$ cat config.mk
export PLATFORM = sky130hd
export DESIGN_NAME = lcd_reg_port
export DESIGN_NICKNAME = d
export VERILOG_FILES = /design/src/lcd_pkg.sv /design/src/lcd_reg_port.sv
export VERILOG_INCLUDE_DIRS = /design/src /design/src/src
export SDC_FILE = /design/constraint.sdc
export NUM_CORES = 1
export LEC_CHECK = 0
export ABC_AREA = 1
export BUFFER_PORTS_ARGS = -buffer_cell sky130_fd_sc_hd__buf_2
export CAP_MARGIN = 20
export CORE_ASPECT_RATIO = 2
export CORE_MARGIN = 2
export CORE_UTILIZATION = 61
export CTS_CLUSTER_SIZE = 25
export DETAILED_ROUTE_END_ITERATION = 12
export PLACE_DENSITY = 0.8
export RECOVER_POWER = 100
export SLEW_MARGIN = 20
export SYNTH_ARGS = -nofsm -noshare
export SYNTH_HDL_FRONTEND = slang
export SYNTH_SLANG_ARGS = --single-unit
$ cat constraint.sdc
create_clock -name clk -period 26.6 [get_ports clk]
set_clock_uncertainty 0.05 [all_clocks]
set_input_delay 7.98 -clock clk [delete_from_list [all_inputs] [get_ports clk]]
set_output_delay 7.98 -clock clk [all_outputs]
set_load 0.005 [all_outputs]
$ cat src/lcd_regs.svh
// register offsets, field positions, reset values and bank codes
`ifndef LCD_REGS_SVH
`define LCD_REGS_SVH

`define LCD_BANK0           2'h0
`define LCD_BANK1           2'h1
`define LCD_BANK2           2'h2
`define LCD_BANK_RESET      3'h0

`define LCD_COL_LO          4'h0
`define LCD_COL_HI          4'h1
`define LCD_ROW_LO          4'h2
`define LCD_ROW_HI          4'h3
`define LCD_START_LO        4'h4
`define LCD_START_HI        4'h5
`define LCD_DISP_CTRL1      4'h8
`define LCD_DISP_CTRL2      4'h9
`define LCD_INC_CTRL        4'hA
`define LCD_PWR_CTRL        4'hB
`define LCD_DUTY            4'hC
`define LCD_BOOST           4'hD
`define LCD_BIAS            4'hE
`define LCD_BANK_CTRL       4'hF

`define LCD_DISP_SEL        4'h8
`define LCD_VOL_LO          4'hA
`define LCD_VOL_HI          4'hB
`define LCD_RD_ADDR         4'hC
`define LCD_EXT_PWR         4'hE

`define LCD_BIT_SOFT_RESET  0
`define LCD_BIT_BOOSTER     1
`define LCD_BIT_POWER_SAVE  2
`define LCD_BIT_CONVERTER   3
`define LCD_BIT_COL_INC     0
`define LCD_BIT_ROW_INC     1
`define LCD_BIT_DISP_ON     0
`define LCD_BIT_ALL_ON      1
`define LCD_BIT_MONO        2
`define LCD_BIT_SCAN_DIR    3
`define LCD_BIT_GRAY_FIXED  3
`define LCD_BIT_DISCHARGE   0
`define LCD_BIT_HIGH_POWER  1
`define LCD_BIT_TEST        3

`define LCD_NIBBLE_RESET    4'h0
`define LCD_READ_UPPER      4'hF
`define LCD_BOOST_X4        2'h3
`define LCD_FIFO_DEPTH      8

`endif

$ cat src/lcd_pkg.sv
// types shared by the register port and its write buffer
package lcd_pkg;

  typedef struct packed {
    logic       chipSelectN;
    logic       registerSelect;
    logic       writeStrobeN;
    logic       readStrobeN;
    logic       resetPinN;
    logic [7:0] data;
  } lcd_pins_t;

  typedef struct packed {
    logic [4:0] col;
    logic [6:0] row;
    logic [7:0] data;
  } lcd_ram_word_t;

  typedef struct packed {
    logic       displayOn;
    logic       allOn;
    logic       monochrome;
    logic       scanReverse;
    logic       grayFixed;
    logic       boosterOn;
    logic       converterOn;
    logic       powerSave;
    logic       discharge;
    logic       highPower;
    logic [6:0] dutyLines;
    logic [2:0] boostFactor;
    logic [2:0] biasCode;
    logic [6:0] contrast;
    logic [6:0] startLine;
  } lcd_ctrl_t;

endpackage : lcd_pkg

$ cat src/lcd_reg_port.sv
// host parallel register port with display RAM write buffer
`include "lcd_regs.svh"

module lcd_fifo
  import lcd_pkg::*;
#(
  parameter int WIDTH = 20,
  parameter int DEPTH = `LCD_FIFO_DEPTH
) (
  input  wire logic             clk,
  input  wire logic             rst,
  input  wire logic             inValid,
  input  wire logic [WIDTH-1:0] inData,
  output logic                  inReady,
  output logic                  outValid,
  output logic      [WIDTH-1:0] outData,
  input  wire logic             outReady
);
  localparam int AW = $clog2(DEPTH);

  logic [WIDTH-1:0] mem      [DEPTH];
  logic [WIDTH-1:0] next_mem [DEPTH];
  logic [AW-1:0]    wrPtr;
  logic [AW-1:0]    next_wrPtr;
  logic [AW-1:0]    rdPtr;
  logic [AW-1:0]    next_rdPtr;
  logic [AW:0]      count;
  logic [AW:0]      next_count;
  logic             next_outValid;
  logic [WIDTH-1:0] next_outData;
  logic             push;
  logic             pop;

  // full is an honest count, so the writer really stalls when draining stops
  assign inReady = (count != AW'(0) + (AW+1)'(DEPTH));
  assign push    = inValid && inReady;
  assign pop     = (count != '0) && (!outValid || outReady);

  always_comb begin
    next_mem      = mem;
    next_wrPtr    = wrPtr;
    next_rdPtr    = rdPtr;
    next_outData  = outData;
    next_outValid = outValid && !outReady;
    if (push) begin
      next_mem[wrPtr] = inData;
      next_wrPtr      = wrPtr + AW'(1);
    end
    if (pop) begin
      next_outData  = mem[rdPtr];
      next_outValid = 1'b1;
      next_rdPtr    = rdPtr + AW'(1);
    end
    next_count = count + (AW+1)'(push) - (AW+1)'(pop);
  end

  always_ff @(posedge clk or posedge rst) begin
    if (rst) begin
      for (int i = 0; i < DEPTH; i++) begin
        mem[i] <= '0;
      end
      wrPtr    <= '0;
      rdPtr    <= '0;
      count    <= '0;
      outValid <= 1'b0;
      outData  <= '0;
    end else begin
      mem      <= next_mem;
      wrPtr    <= next_wrPtr;
      rdPtr    <= next_rdPtr;
      count    <= next_count;
      outValid <= next_outValid;
      outData  <= next_outData;
    end
  end
endmodule : lcd_fifo

// What this block and its host do
// reset clears start line and address counters
// display RAM accesses are eight bits wide
// reset clears contrast, display and supply off
// host sets power save or resets before cutoff
// built-in supply: logic, booster, reset, enable
// external supply: logic, reset, then drive voltages
// host: bank zero, soft reset, wait 50 ms
// boost step code 11 selects fourfold boost
// power control bit1 booster, bit3 converter
// duty code 000 means 1/69, reset value
// increment bit0 column, bit1 row
// display control bit0 on, bit3 scan direction
// display select bit3 picks fixed grey
// extended power bit0 discharge, bit1 high drive
// bank field routes later register writes
// register select low writes byte to RAM
// register read drives value on low nibble
// bank zero 0H-2H hold column/row address; the code also uses 3H for the row high bits
// low nibble latched at write strobe rising
// host sets read address before register read
// first RAM read after addressing is dummy
// bank persists until rewritten, reset gives zero
module lcd_reg_port
  import lcd_pkg::*;
(
  input  wire logic       clk,
  input  wire logic       rst,
  input  wire logic       chipSelectN,
  input  wire logic       registerSelect,
  input  wire logic       writeStrobeN,
  input  wire logic       readStrobeN,
  input  wire logic       resetPinN,
  input  wire logic [7:0] dataIn,
  output logic      [7:0] dataOut,
  output logic            dataOe,
  output logic            ramWrValid,
  output lcd_ram_word_t   ramWrWord,
  input  wire logic       ramWrReady,
  output logic      [4:0] ramRdCol,
  output logic      [6:0] ramRdRow,
  input  wire logic [7:0] ramRdData,
  output logic            writeBusy,
  output lcd_ctrl_t       ctrl
);
  lcd_pins_t     pinSync1;
  lcd_pins_t     pinSync2;
  lcd_pins_t     pinHist;
  logic [3:0]    regs      [48];
  logic [3:0]    next_regs [48];
  logic [2:0]    bank;
  logic [2:0]    next_bank;
  logic          testBit;
  logic          next_testBit;
  logic [7:0]    readLatch;
  logic [7:0]    next_readLatch;
  logic [7:0]    next_dataOut;
  logic          next_dataOe;
  lcd_ctrl_t     next_ctrl;
  logic          next_writeBusy;
  logic          wrRise;
  logic          rdRise;
  logic          ramWrite;
  logic          ramRead;
  logic          softReset;
  logic          fifoReady;
  logic [3:0]    wrAddr;
  logic [3:0]    wrVal;
  logic [3:0]    readAddr;
  logic [3:0]    regValue;
  logic [4:0]    colAddr;
  logic [6:0]    rowAddr;
  logic [4:0]    colInc;
  logic [6:0]    rowInc;
  lcd_ram_word_t fifoIn;

  // pins arrive from the host's timing, two flops before any use
  always_ff @(posedge clk or posedge rst) begin
    if (rst) begin
      pinSync1 <= '1;
      pinSync2 <= '1;
      pinHist  <= '1;
    end else begin
      pinSync1 <= {chipSelectN, registerSelect, writeStrobeN, readStrobeN,
                   resetPinN, dataIn};
      pinSync2 <= pinSync1;
      pinHist  <= pinSync2;
    end
  end

  // act on the strobe's rising edge, data and select taken while it was low
  assign wrRise = pinSync2.writeStrobeN && !pinHist.writeStrobeN &&
                  !pinHist.chipSelectN;
  assign rdRise = pinSync2.readStrobeN && !pinHist.readStrobeN &&
                  !pinHist.chipSelectN;
  assign wrAddr = pinHist.data[7:4];
  assign wrVal  = pinHist.data[3:0];

  assign ramWrite = wrRise && !pinHist.registerSelect;
  assign ramRead  = rdRise && !pinHist.registerSelect;

  assign colAddr  = {regs[{`LCD_BANK0, `LCD_COL_HI}][0],
                     regs[{`LCD_BANK0, `LCD_COL_LO}]};
  assign rowAddr  = {regs[{`LCD_BANK0, `LCD_ROW_HI}][2:0],
                     regs[{`LCD_BANK0, `LCD_ROW_LO}]};
  assign colInc   = colAddr + 5'h01;
  assign rowInc   = rowAddr + 7'h01;
  assign readAddr = regs[{`LCD_BANK2, `LCD_RD_ADDR}];

  assign softReset = wrRise && pinHist.registerSelect && bank[2:0] == 3'h0 &&
                     wrAddr == `LCD_PWR_CTRL && wrVal[`LCD_BIT_SOFT_RESET];

  // the whole byte goes into the buffer with the address it belongs to
  assign fifoIn = '{col: colAddr, row: rowAddr, data: pinHist.data};

  always_comb begin
    if (readAddr == `LCD_BANK_CTRL) begin
      regValue = {testBit, bank};
    end else if (bank[2] || bank[1:0] == 2'h3) begin
      regValue = `LCD_NIBBLE_RESET;
    end else begin
      regValue = regs[{bank[1:0], readAddr}];
    end
  end

  always_comb begin
    next_regs      = regs;
    next_bank      = bank;
    next_testBit   = testBit;
    next_readLatch = readLatch;
    if (wrRise && pinHist.registerSelect) begin
      if (wrAddr == `LCD_BANK_CTRL) begin
        next_bank    = wrVal[2:0];
        next_testBit = wrVal[`LCD_BIT_TEST];
      end else if (!bank[2] && bank[1:0] != 2'h3) begin
        next_regs[{bank[1:0], wrAddr}] = wrVal;
      end
    end
    if ((ramWrite && fifoReady) || ramRead) begin
      if (regs[{`LCD_BANK0, `LCD_INC_CTRL}][`LCD_BIT_COL_INC]) begin
        next_regs[{`LCD_BANK0, `LCD_COL_LO}]    = colInc[3:0];
        next_regs[{`LCD_BANK0, `LCD_COL_HI}]    = {3'h0, colInc[4]};
      end
      if (regs[{`LCD_BANK0, `LCD_INC_CTRL}][`LCD_BIT_ROW_INC]) begin
        next_regs[{`LCD_BANK0, `LCD_ROW_LO}]    = rowInc[3:0];
        next_regs[{`LCD_BANK0, `LCD_ROW_HI}]    = {1'b0, rowInc[6:4]};
      end
    end
    // a read returns what the previous read fetched, hence one dummy read
    if (ramRead) begin
      next_readLatch = ramRdData;
    end
    // soft reset is self clearing, it never reads back as set
    next_regs[{`LCD_BANK0, `LCD_PWR_CTRL}][`LCD_BIT_SOFT_RESET] = 1'b0;
    if (softReset || !pinSync2.resetPinN) begin
      for (int i = 0; i < 48; i++) begin
        next_regs[i] = `LCD_NIBBLE_RESET;
      end
      next_bank    = `LCD_BANK_RESET;
      next_testBit = 1'b0;
    end
  end

  always_comb begin
    next_dataOe  = !pinSync2.chipSelectN && !pinSync2.readStrobeN &&
                   pinSync2.writeStrobeN;
    next_dataOut = pinSync2.registerSelect ?
                   {`LCD_READ_UPPER, regValue} : readLatch;
    next_writeBusy = !fifoReady;
  end

  always_comb begin
    next_ctrl             = '0;
    next_ctrl.displayOn   = regs[{`LCD_BANK0, `LCD_DISP_CTRL1}]
                                [`LCD_BIT_DISP_ON];
    next_ctrl.allOn       = regs[{`LCD_BANK0, `LCD_DISP_CTRL1}]
                                [`LCD_BIT_ALL_ON];
    next_ctrl.monochrome  = regs[{`LCD_BANK0, `LCD_DISP_CTRL1}]
                                [`LCD_BIT_MONO];
    next_ctrl.scanReverse = regs[{`LCD_BANK0, `LCD_DISP_CTRL1}]
                                [`LCD_BIT_SCAN_DIR];
    next_ctrl.grayFixed   = regs[{`LCD_BANK2, `LCD_DISP_SEL}]
                                [`LCD_BIT_GRAY_FIXED];
    next_ctrl.boosterOn   = regs[{`LCD_BANK0, `LCD_PWR_CTRL}]
                                [`LCD_BIT_BOOSTER];
    next_ctrl.converterOn = regs[{`LCD_BANK0, `LCD_PWR_CTRL}]
                                [`LCD_BIT_CONVERTER];
    next_ctrl.powerSave   = regs[{`LCD_BANK0, `LCD_PWR_CTRL}]
                                [`LCD_BIT_POWER_SAVE];
    // the capacitors also discharge while the reset pin is held low
    next_ctrl.discharge   = regs[{`LCD_BANK2, `LCD_EXT_PWR}]
                                [`LCD_BIT_DISCHARGE] ||
                            !pinSync2.resetPinN;
    next_ctrl.highPower   = regs[{`LCD_BANK2, `LCD_EXT_PWR}]
                                [`LCD_BIT_HIGH_POWER];
    unique case (regs[{`LCD_BANK0, `LCD_DUTY}][2:0])
      3'h0: next_ctrl.dutyLines = 7'd69;
      3'h1: next_ctrl.dutyLines = 7'd10;
      3'h2: next_ctrl.dutyLines = 7'd18;
      3'h3: next_ctrl.dutyLines = 7'd26;
      3'h4: next_ctrl.dutyLines = 7'd34;
      3'h5: next_ctrl.dutyLines = 7'd42;
      3'h6: next_ctrl.dutyLines = 7'd50;
      3'h7: next_ctrl.dutyLines = 7'd58;
    endcase
    if (regs[{`LCD_BANK0, `LCD_BOOST}][1:0] == `LCD_BOOST_X4) begin
      next_ctrl.boostFactor = 3'h4;
    end else if (regs[{`LCD_BANK0, `LCD_BOOST}][1]) begin
      next_ctrl.boostFactor = 3'h3;
    end else begin
      next_ctrl.boostFactor = 3'h2;
    end
    next_ctrl.biasCode    = regs[{`LCD_BANK0, `LCD_BIAS}][2:0];
    next_ctrl.contrast    = {regs[{`LCD_BANK2, `LCD_VOL_HI}][2:0],
                             regs[{`LCD_BANK2, `LCD_VOL_LO}]};
    next_ctrl.startLine   = {regs[{`LCD_BANK0, `LCD_START_HI}][2:0],
                             regs[{`LCD_BANK0, `LCD_START_LO}]};
  end

  always_ff @(posedge clk or posedge rst) begin
    if (rst) begin
      for (int i = 0; i < 48; i++) begin
        regs[i] <= `LCD_NIBBLE_RESET;
      end
      bank      <= `LCD_BANK_RESET;
      testBit   <= 1'b0;
      readLatch <= 8'h00;
      dataOut   <= 8'h00;
      dataOe    <= 1'b0;
      writeBusy <= 1'b0;
      ctrl      <= '0;
      ramRdCol  <= 5'h00;
      ramRdRow  <= 7'h00;
    end else begin
      regs      <= next_regs;
      bank      <= next_bank;
      testBit   <= next_testBit;
      readLatch <= next_readLatch;
      dataOut   <= next_dataOut;
      dataOe    <= next_dataOe;
      writeBusy <= next_writeBusy;
      ctrl      <= next_ctrl;
      ramRdCol  <= next_regs[{`LCD_BANK0, `LCD_COL_HI}][0] ?
                   {1'b1, next_regs[{`LCD_BANK0, `LCD_COL_LO}]} :
                   {1'b0, next_regs[{`LCD_BANK0, `LCD_COL_LO}]};
      ramRdRow  <= {next_regs[{`LCD_BANK0, `LCD_ROW_HI}][2:0],
                    next_regs[{`LCD_BANK0, `LCD_ROW_LO}]};
    end
  end

  // a byte that meets a full buffer is dropped; writeBusy warns the host
  lcd_fifo #(
    .WIDTH ($bits(lcd_ram_word_t)),
    .DEPTH (`LCD_FIFO_DEPTH)
  ) u_fifo (
    .clk      (clk),
    .rst      (rst),
    .inValid  (ramWrite),
    .inData   (fifoIn),
    .inReady  (fifoReady),
    .outValid (ramWrValid),
    .outData  (ramWrWord),
    .outReady (ramWrReady)
  );
endmodule : lcd_reg_port

# After elaboration in Yosys (flattened, before gate mapping)
# Memory sizes are Yosys's and may differ from the RTL's. A register that Yosys moved wholly into a read port is not among the register bits.
# Cells that the tools add are included.
# op_classes
addsub,6
order_cmp,6
eq_ne,8
muxes,32
bitwise,4
reduce_logical,41
# ops
op,count
$mux 192,4
$bwmux 192,1
$bwmux 160,1
$bmux 20 s3,1
$demux 20 s3,1
$mux 20,3
$bmux 4 s6,1
$demux 4 s6,1
$mux 8,3
$mux 4,5
$logic_and 1x1->1,18
$mux 16,1
$ge 7x7->1 const B,2
$not 6->7,2
$eq 4x4->1 const B,3
$mux 3,4
$logic_not 1->1,11
$ge 4x4->1 const B,2
$not 3->4,2
$add 7x1->7 const B,1
$lt 7x1->1 const B,1
$add 3x1->3 const B,2
$reduce_bool 2->1,3
$add 5x1->5 const B,1
other kinds (14),23
# totals
ff_bits,485
romBits,56
word_cells,199
memories,1
# mem_list
memory,words,width,rd,rd_clocked_by_memory_dff,write_ports,line_no,rtl
(name not given),8,7,1,1,0,lcd_reg_port.sv:273,"unique case (regs[{`LCD_BANK0, `LCD_DUTY}][2:0])"

# Logic depth before layout (Yosys ltp)
# logic_depth
depth_word,13
depth_mapped,14
ltp_nobuf,13

# Modules after synthesis
# Synthesis repeated with hierarchy kept, for this count alone.
# unflattened
cells_unflattened,2791
area_unflattened_um2,22374.0
# by_module_without_submodules
module,n_inst,cells_per_inst,area_per_inst_um2,seq_area_each_um2
lcd_reg_port,1,1470,12665.9,7204.4
lcd_fifo,1,1321,9708.1,4779.6

# Least setup slack after synthesis
# OpenSTA, ideal clock, no wires.
# synth_timing
path_kind,input-to-reg
start,in ramWrReady
end,reg u_fifo.count[2]
setup_time_ps,123
arrival_time_ps,9603
required_time_ps,26427
path_slack_ps,16825
stages,11
n_path_buf,1
cell_sequence,inv_1 nand2_1 nand2_1 inv_1 clkbuf_1 ha_1 inv_1 ha_1 inv_1 fa_1 xnor2_1
# synth_via
elab_chain_cells,3
# synth_rtl
item,line_no,rtl
from (decl),lcd_reg_port.sv:116,"input wire logic ramWrReady,"
$logic_or 1x1->1,lcd_reg_port.sv:37,assign pop = (count != '0) && (!outValid || outReady);
$logic_and 1x1->1,lcd_reg_port.sv:37,
named net u_fifo.pop,lcd_reg_port.sv:32,logic pop;
$sub 4x1->4,lcd_reg_port.sv:54,next_count = count + (AW+1)'(push) - (AW+1)'(pop);
named net u_fifo.next_count[2],lcd_reg_port.sv:28,logic [AW:0] next_count;
to (signal assigned),lcd_reg_port.sv:71,count <= next_count;
to (decl),lcd_reg_port.sv:27,logic [AW:0] count;
# The timed path passes the listed nets, and every way through them passes these cells.
# A chain may end at the register's enable or synchronous reset.

==> impl_results.md <==
* Hold bufs inserted after CTS at 0
* Time the worst path needs with I/O delays and setup at 16.63 ns
* Hold path start: pinSync1[7]
* H-tree levels at 2
* Worst Path Class, Setup: in -> async
* Largest net degree at the start of global routing at 149
* Crit path max-delay family: buffers and inverters
* Dominant synthesized flop cell: sky130_fd_sc_hd__dfrtp_1
* Count of TritonRoute iterations in the first routing pass at 6
* Synthesized Nets at 2378
* Post-CTS Setup Repair Bufs at 0
* Ratio of cells with drive above 1 in the final layout at 7.808%
* Reported leakage power at 10.77 nW
* CTS tree: done
* Min-Delay Path Class: reg -> reg
* Cell variety after synth at 38
* Least setup slack across all paths after layout at 9.975 ns
* Drt total wl at 56290 um
* Share of the clock period used by the worst path at 62.50%
* All-layer global routing usage at 32.24%
* Endpoint of the most critical register-to-register path: next_ctrl[6]
* Status: finished, violations left
* Most numerous cell on the critical path: sky130_fd_sc_hd__clkbuf_1
* Largest fanout of any net on the critical path at 114
* Initial Utilization at 61.77%
* Vias in the first global route at 17.02k
* Setup repair after global routing missed its margin: no
* Count of nets after finishing at 2401
* Post-placement worst setup slack at 15.52 ns
* Number of design rule violations left after detail routing at 0
* Crit. End Element: async pin
* Clock Sink Count at 477
* Floorplan die area at 35520 um2
* Global Route met3 Usage at 4.399%
* Most congested layer reported by global routing: met2
* Cell with the most instances after synthesis: sky130_fd_sc_hd__nand2_1
* Required time of the critical path at 27.13 ns
* Routed length per placed instance at 19.88 um
* Number of enable-type register cells in the synthesized netlist at 0
* Worst Tran Pin Value at 5.848 ns
* Number of cells in the finished layout apart from fillers at 2831
* Hold EP: pinSync2[7]
* Global-route wire length before repair at 89690 um
* Highest cell delay on the worst timing path at 4.13 ns
* Summed instance area of the synthesized netlist at 20710 um2
* Hold path cells at 0
* Post-placement cell area at 21320 um2
* Maximum capacitance violations at 16
* Main area contributors after synthesis: sky130_fd_sc_hd__dfrtp_1, sky130_fd_sc_hd__nand2_1, sky130_fd_sc_hd__o21ai_0
* Worst R2R Start: fifoIn[6]
* Number of buffer and inverter instances along the worst setup path at 5
* Number of warnings reported in the yosys synthesis log at 0
* Clock Latency Late Sink at 0.55 ns
* Post-cts sizing count at 0
* Cell at the slowest stage of the critical path: sky130_fd_sc_hd__clkbuf_1
* Via-per-instance ratio at 5.953
* Cell Count Post-Placement at 2759
* Worst Reg-to-Reg Cells at 10
* Number of buffers inserted during clock tree synthesis at 40
* GR met2 Demand/Resource at 56.96%
* Cell type with the highest aggregate area in the netlist: sky130_fd_sc_hd__dfrtp_1
* Placeable Area at 33520 um2
* Fin area at 22630 um2
* Number of setup violations in the final report at 0
* Ranking of synthesized cells by instance count: sky130_fd_sc_hd__nand2_1, sky130_fd_sc_hd__dfrtp_1, sky130_fd_sc_hd__o21ai_0
* Total count of max-transition violations in the final report at 756
* Maximum root-to-sink buffer count at 3
* Count of endpoints failing hold in the final timing report at 0
* Relative area change from synthesis to final layout at 9.306%
* Total gr overflow at 0
* Die outline width at 134.3 um
* Synth top area share at 53.05%
* Sequential share of the synthesized area at 57.88%
* Arrival time at the worst endpoint at 17.15 ns
* Standard-cell row count at 95
* Instance count of the mapped netlist at 2343
* DR iter-0 viols at 1413
* #FFs+latches synth at 477
* R2R setup slack at 19.00 ns
* Placed wire-length estimate after detailed placement at 36310 um
* Post-synthesis async set-or-reset flop share at 100.0%
* Routability congestion estimate from global placement at 0.9790
* Per-instance average area after synthesis at 8.837 um2
* Antenna Cells at 0
* Port Buffer Count at 103
* Cell area power density at 78.95 nW/um2
* Clock Root Buffer: sky130_fd_sc_hd__clkbuf_16
* Violated checks: capacitance limit, slew limit
* PnR Total Power at 1.787 mW
* Sequence of cells on the critical path: buf_2 > clkinvlp_2 > clkbuf_1 > clkbuf_1 > buf_6
* VDD IR-drop max at 0.00008064 V
* Crit start category: primary input
* Peak clock frequency supported by timing at 60.15 MHz
* Routed vias at 16.85k
* Number of routed nets with antenna violations at 0
* Number of I/O pins at 104
* Die H at 264.6 um
* Clock transition time at the flip-flop clock pins of the worst setup and hold paths at 0.07 ns
* Normalized max-slew margin at -289.8%
* Initial antenna violation count at 0
* Met1 track demand over resource in global routing at 35.38%
* Setup TNS at 0 ns
==> report_power, final <==
part           total [mW]  internal [mW]  switching (mW)
combinational       0.319          0.104           0.215
sequential          0.828          0.789          0.0389
clock               0.640          0.373           0.267
==> flip-flops by register name, indices dropped and copies added (netlist names), 4 cells and up <==
signal          count
dataOut             8
ctrl               35
colAddr             4
fifoIn             14
u_fifo.count        4
pinHist             4
regs              149
pinSync2           13
next_ctrl          26
readLatch           8
u_fifo.mem        160
readAddr            4
u_fifo.outData     20
pinSync1           13
==> worst max-delay path by stage <==
stage | startpoint | to | slack, ns | cells after the start
floorplan | rst | bank[0] | 5.33 | 1
global placement | rst | ctrl[9] | 15.63 | 4
detailed placement | rst | ctrl[9] | 15.52 | 4
CTS | rst | u_fifo.mem[35] | 16.09 | 4
global route | rst | u_fifo.mem[114] | 8.02 | 5
finish | rst | ctrl[11] | 9.97 | 5
==> routing by layer <==
layer	vias up	part of all wire, %
met5	-	0
met4	0	7.7
met3	228	5.6
met2	686	52
met1	8197	35
li1	7742	-
==> per-stage QoR <==
| step | hold slack [ns] | util (%) |
|---|---|---|
| final | 0.3055 | 67.52 |
| after global routing | 0.3087 | 67.52 |
| after CTS | 0.3069 | 67.87 |
| after detailed placement | 0.2968 | 63.60 |
| after global placement | 0.2962 | 63.58 |
| after floorplan | 0.2952 | - |
==> cells by family (layout without fill, tap and decap cells) <==
logic type               Yosys count  after routing  share of synthesized area (%)
AO/OA/AOI/OAI                    496            496                          13.66
XOR/XNOR                          14             14                         0.5922
adder cells (fa/ha/maj)           11             11                         0.7010
buffers and inverters            357            409                          7.022
flip-flops                       477            477                          57.88
multiplexers                      20             20                         0.9668
AND/OR/NAND/NOR                  968            968                          19.19
==> cell type report <==
type / count / area, um2
fill: 2726 / 10890
clock inverter: 18 / 289.0
timing repair buffer: 126 / 596.8
inverter: 212 / 797.0
multi-input combinational: 1509 / 7276
tap: 436 / 545.5
clock buffer: 53 / 1142
sequential: 477 / 11990
==> layout by cell type (no fill, tap or decap), types with 6 or more instances in the layout <==
cell / netlist / final
sky130_fd_sc_hd__o211ai_1: 26 / 26
sky130_fd_sc_hd__buf_4: 17 / 9
sky130_fd_sc_hd__nand2_1: 645 / 646
sky130_fd_sc_hd__buf_2: 32 / 60
sky130_fd_sc_hd__o32ai_1: 20 / 20
sky130_fd_sc_hd__nand4_1: 7 / 7
sky130_fd_sc_hd__clkbuf_16: 0 / 42
sky130_fd_sc_hd__o221ai_1: 20 / 20
sky130_fd_sc_hd__dfrtp_1: 439 / 437
sky130_fd_sc_hd__a21oi_1: 29 / 29
sky130_fd_sc_hd__dfstp_1: 0 / 9
sky130_fd_sc_hd__nor2_2: 6 / 6
sky130_fd_sc_hd__ha_1: 10 / 10
sky130_fd_sc_hd__nand3_1: 169 / 169
sky130_fd_sc_hd__nor3_2: 4 / 6
sky130_fd_sc_hd__bufinv_16: 0 / 7
sky130_fd_sc_hd__o22ai_1: 102 / 102
sky130_fd_sc_hd__dfstp_2: 38 / 29
sky130_fd_sc_hd__xor2_1: 9 / 9
sky130_fd_sc_hd__nor2_1: 122 / 122
sky130_fd_sc_hd__clkbuf_1: 85 / 60
sky130_fd_sc_hd__o21ai_0: 291 / 296
sky130_fd_sc_hd__inv_1: 202 / 206
sky130_fd_sc_hd__mux2i_1: 20 / 20
(Power assumes the default switching activity.)
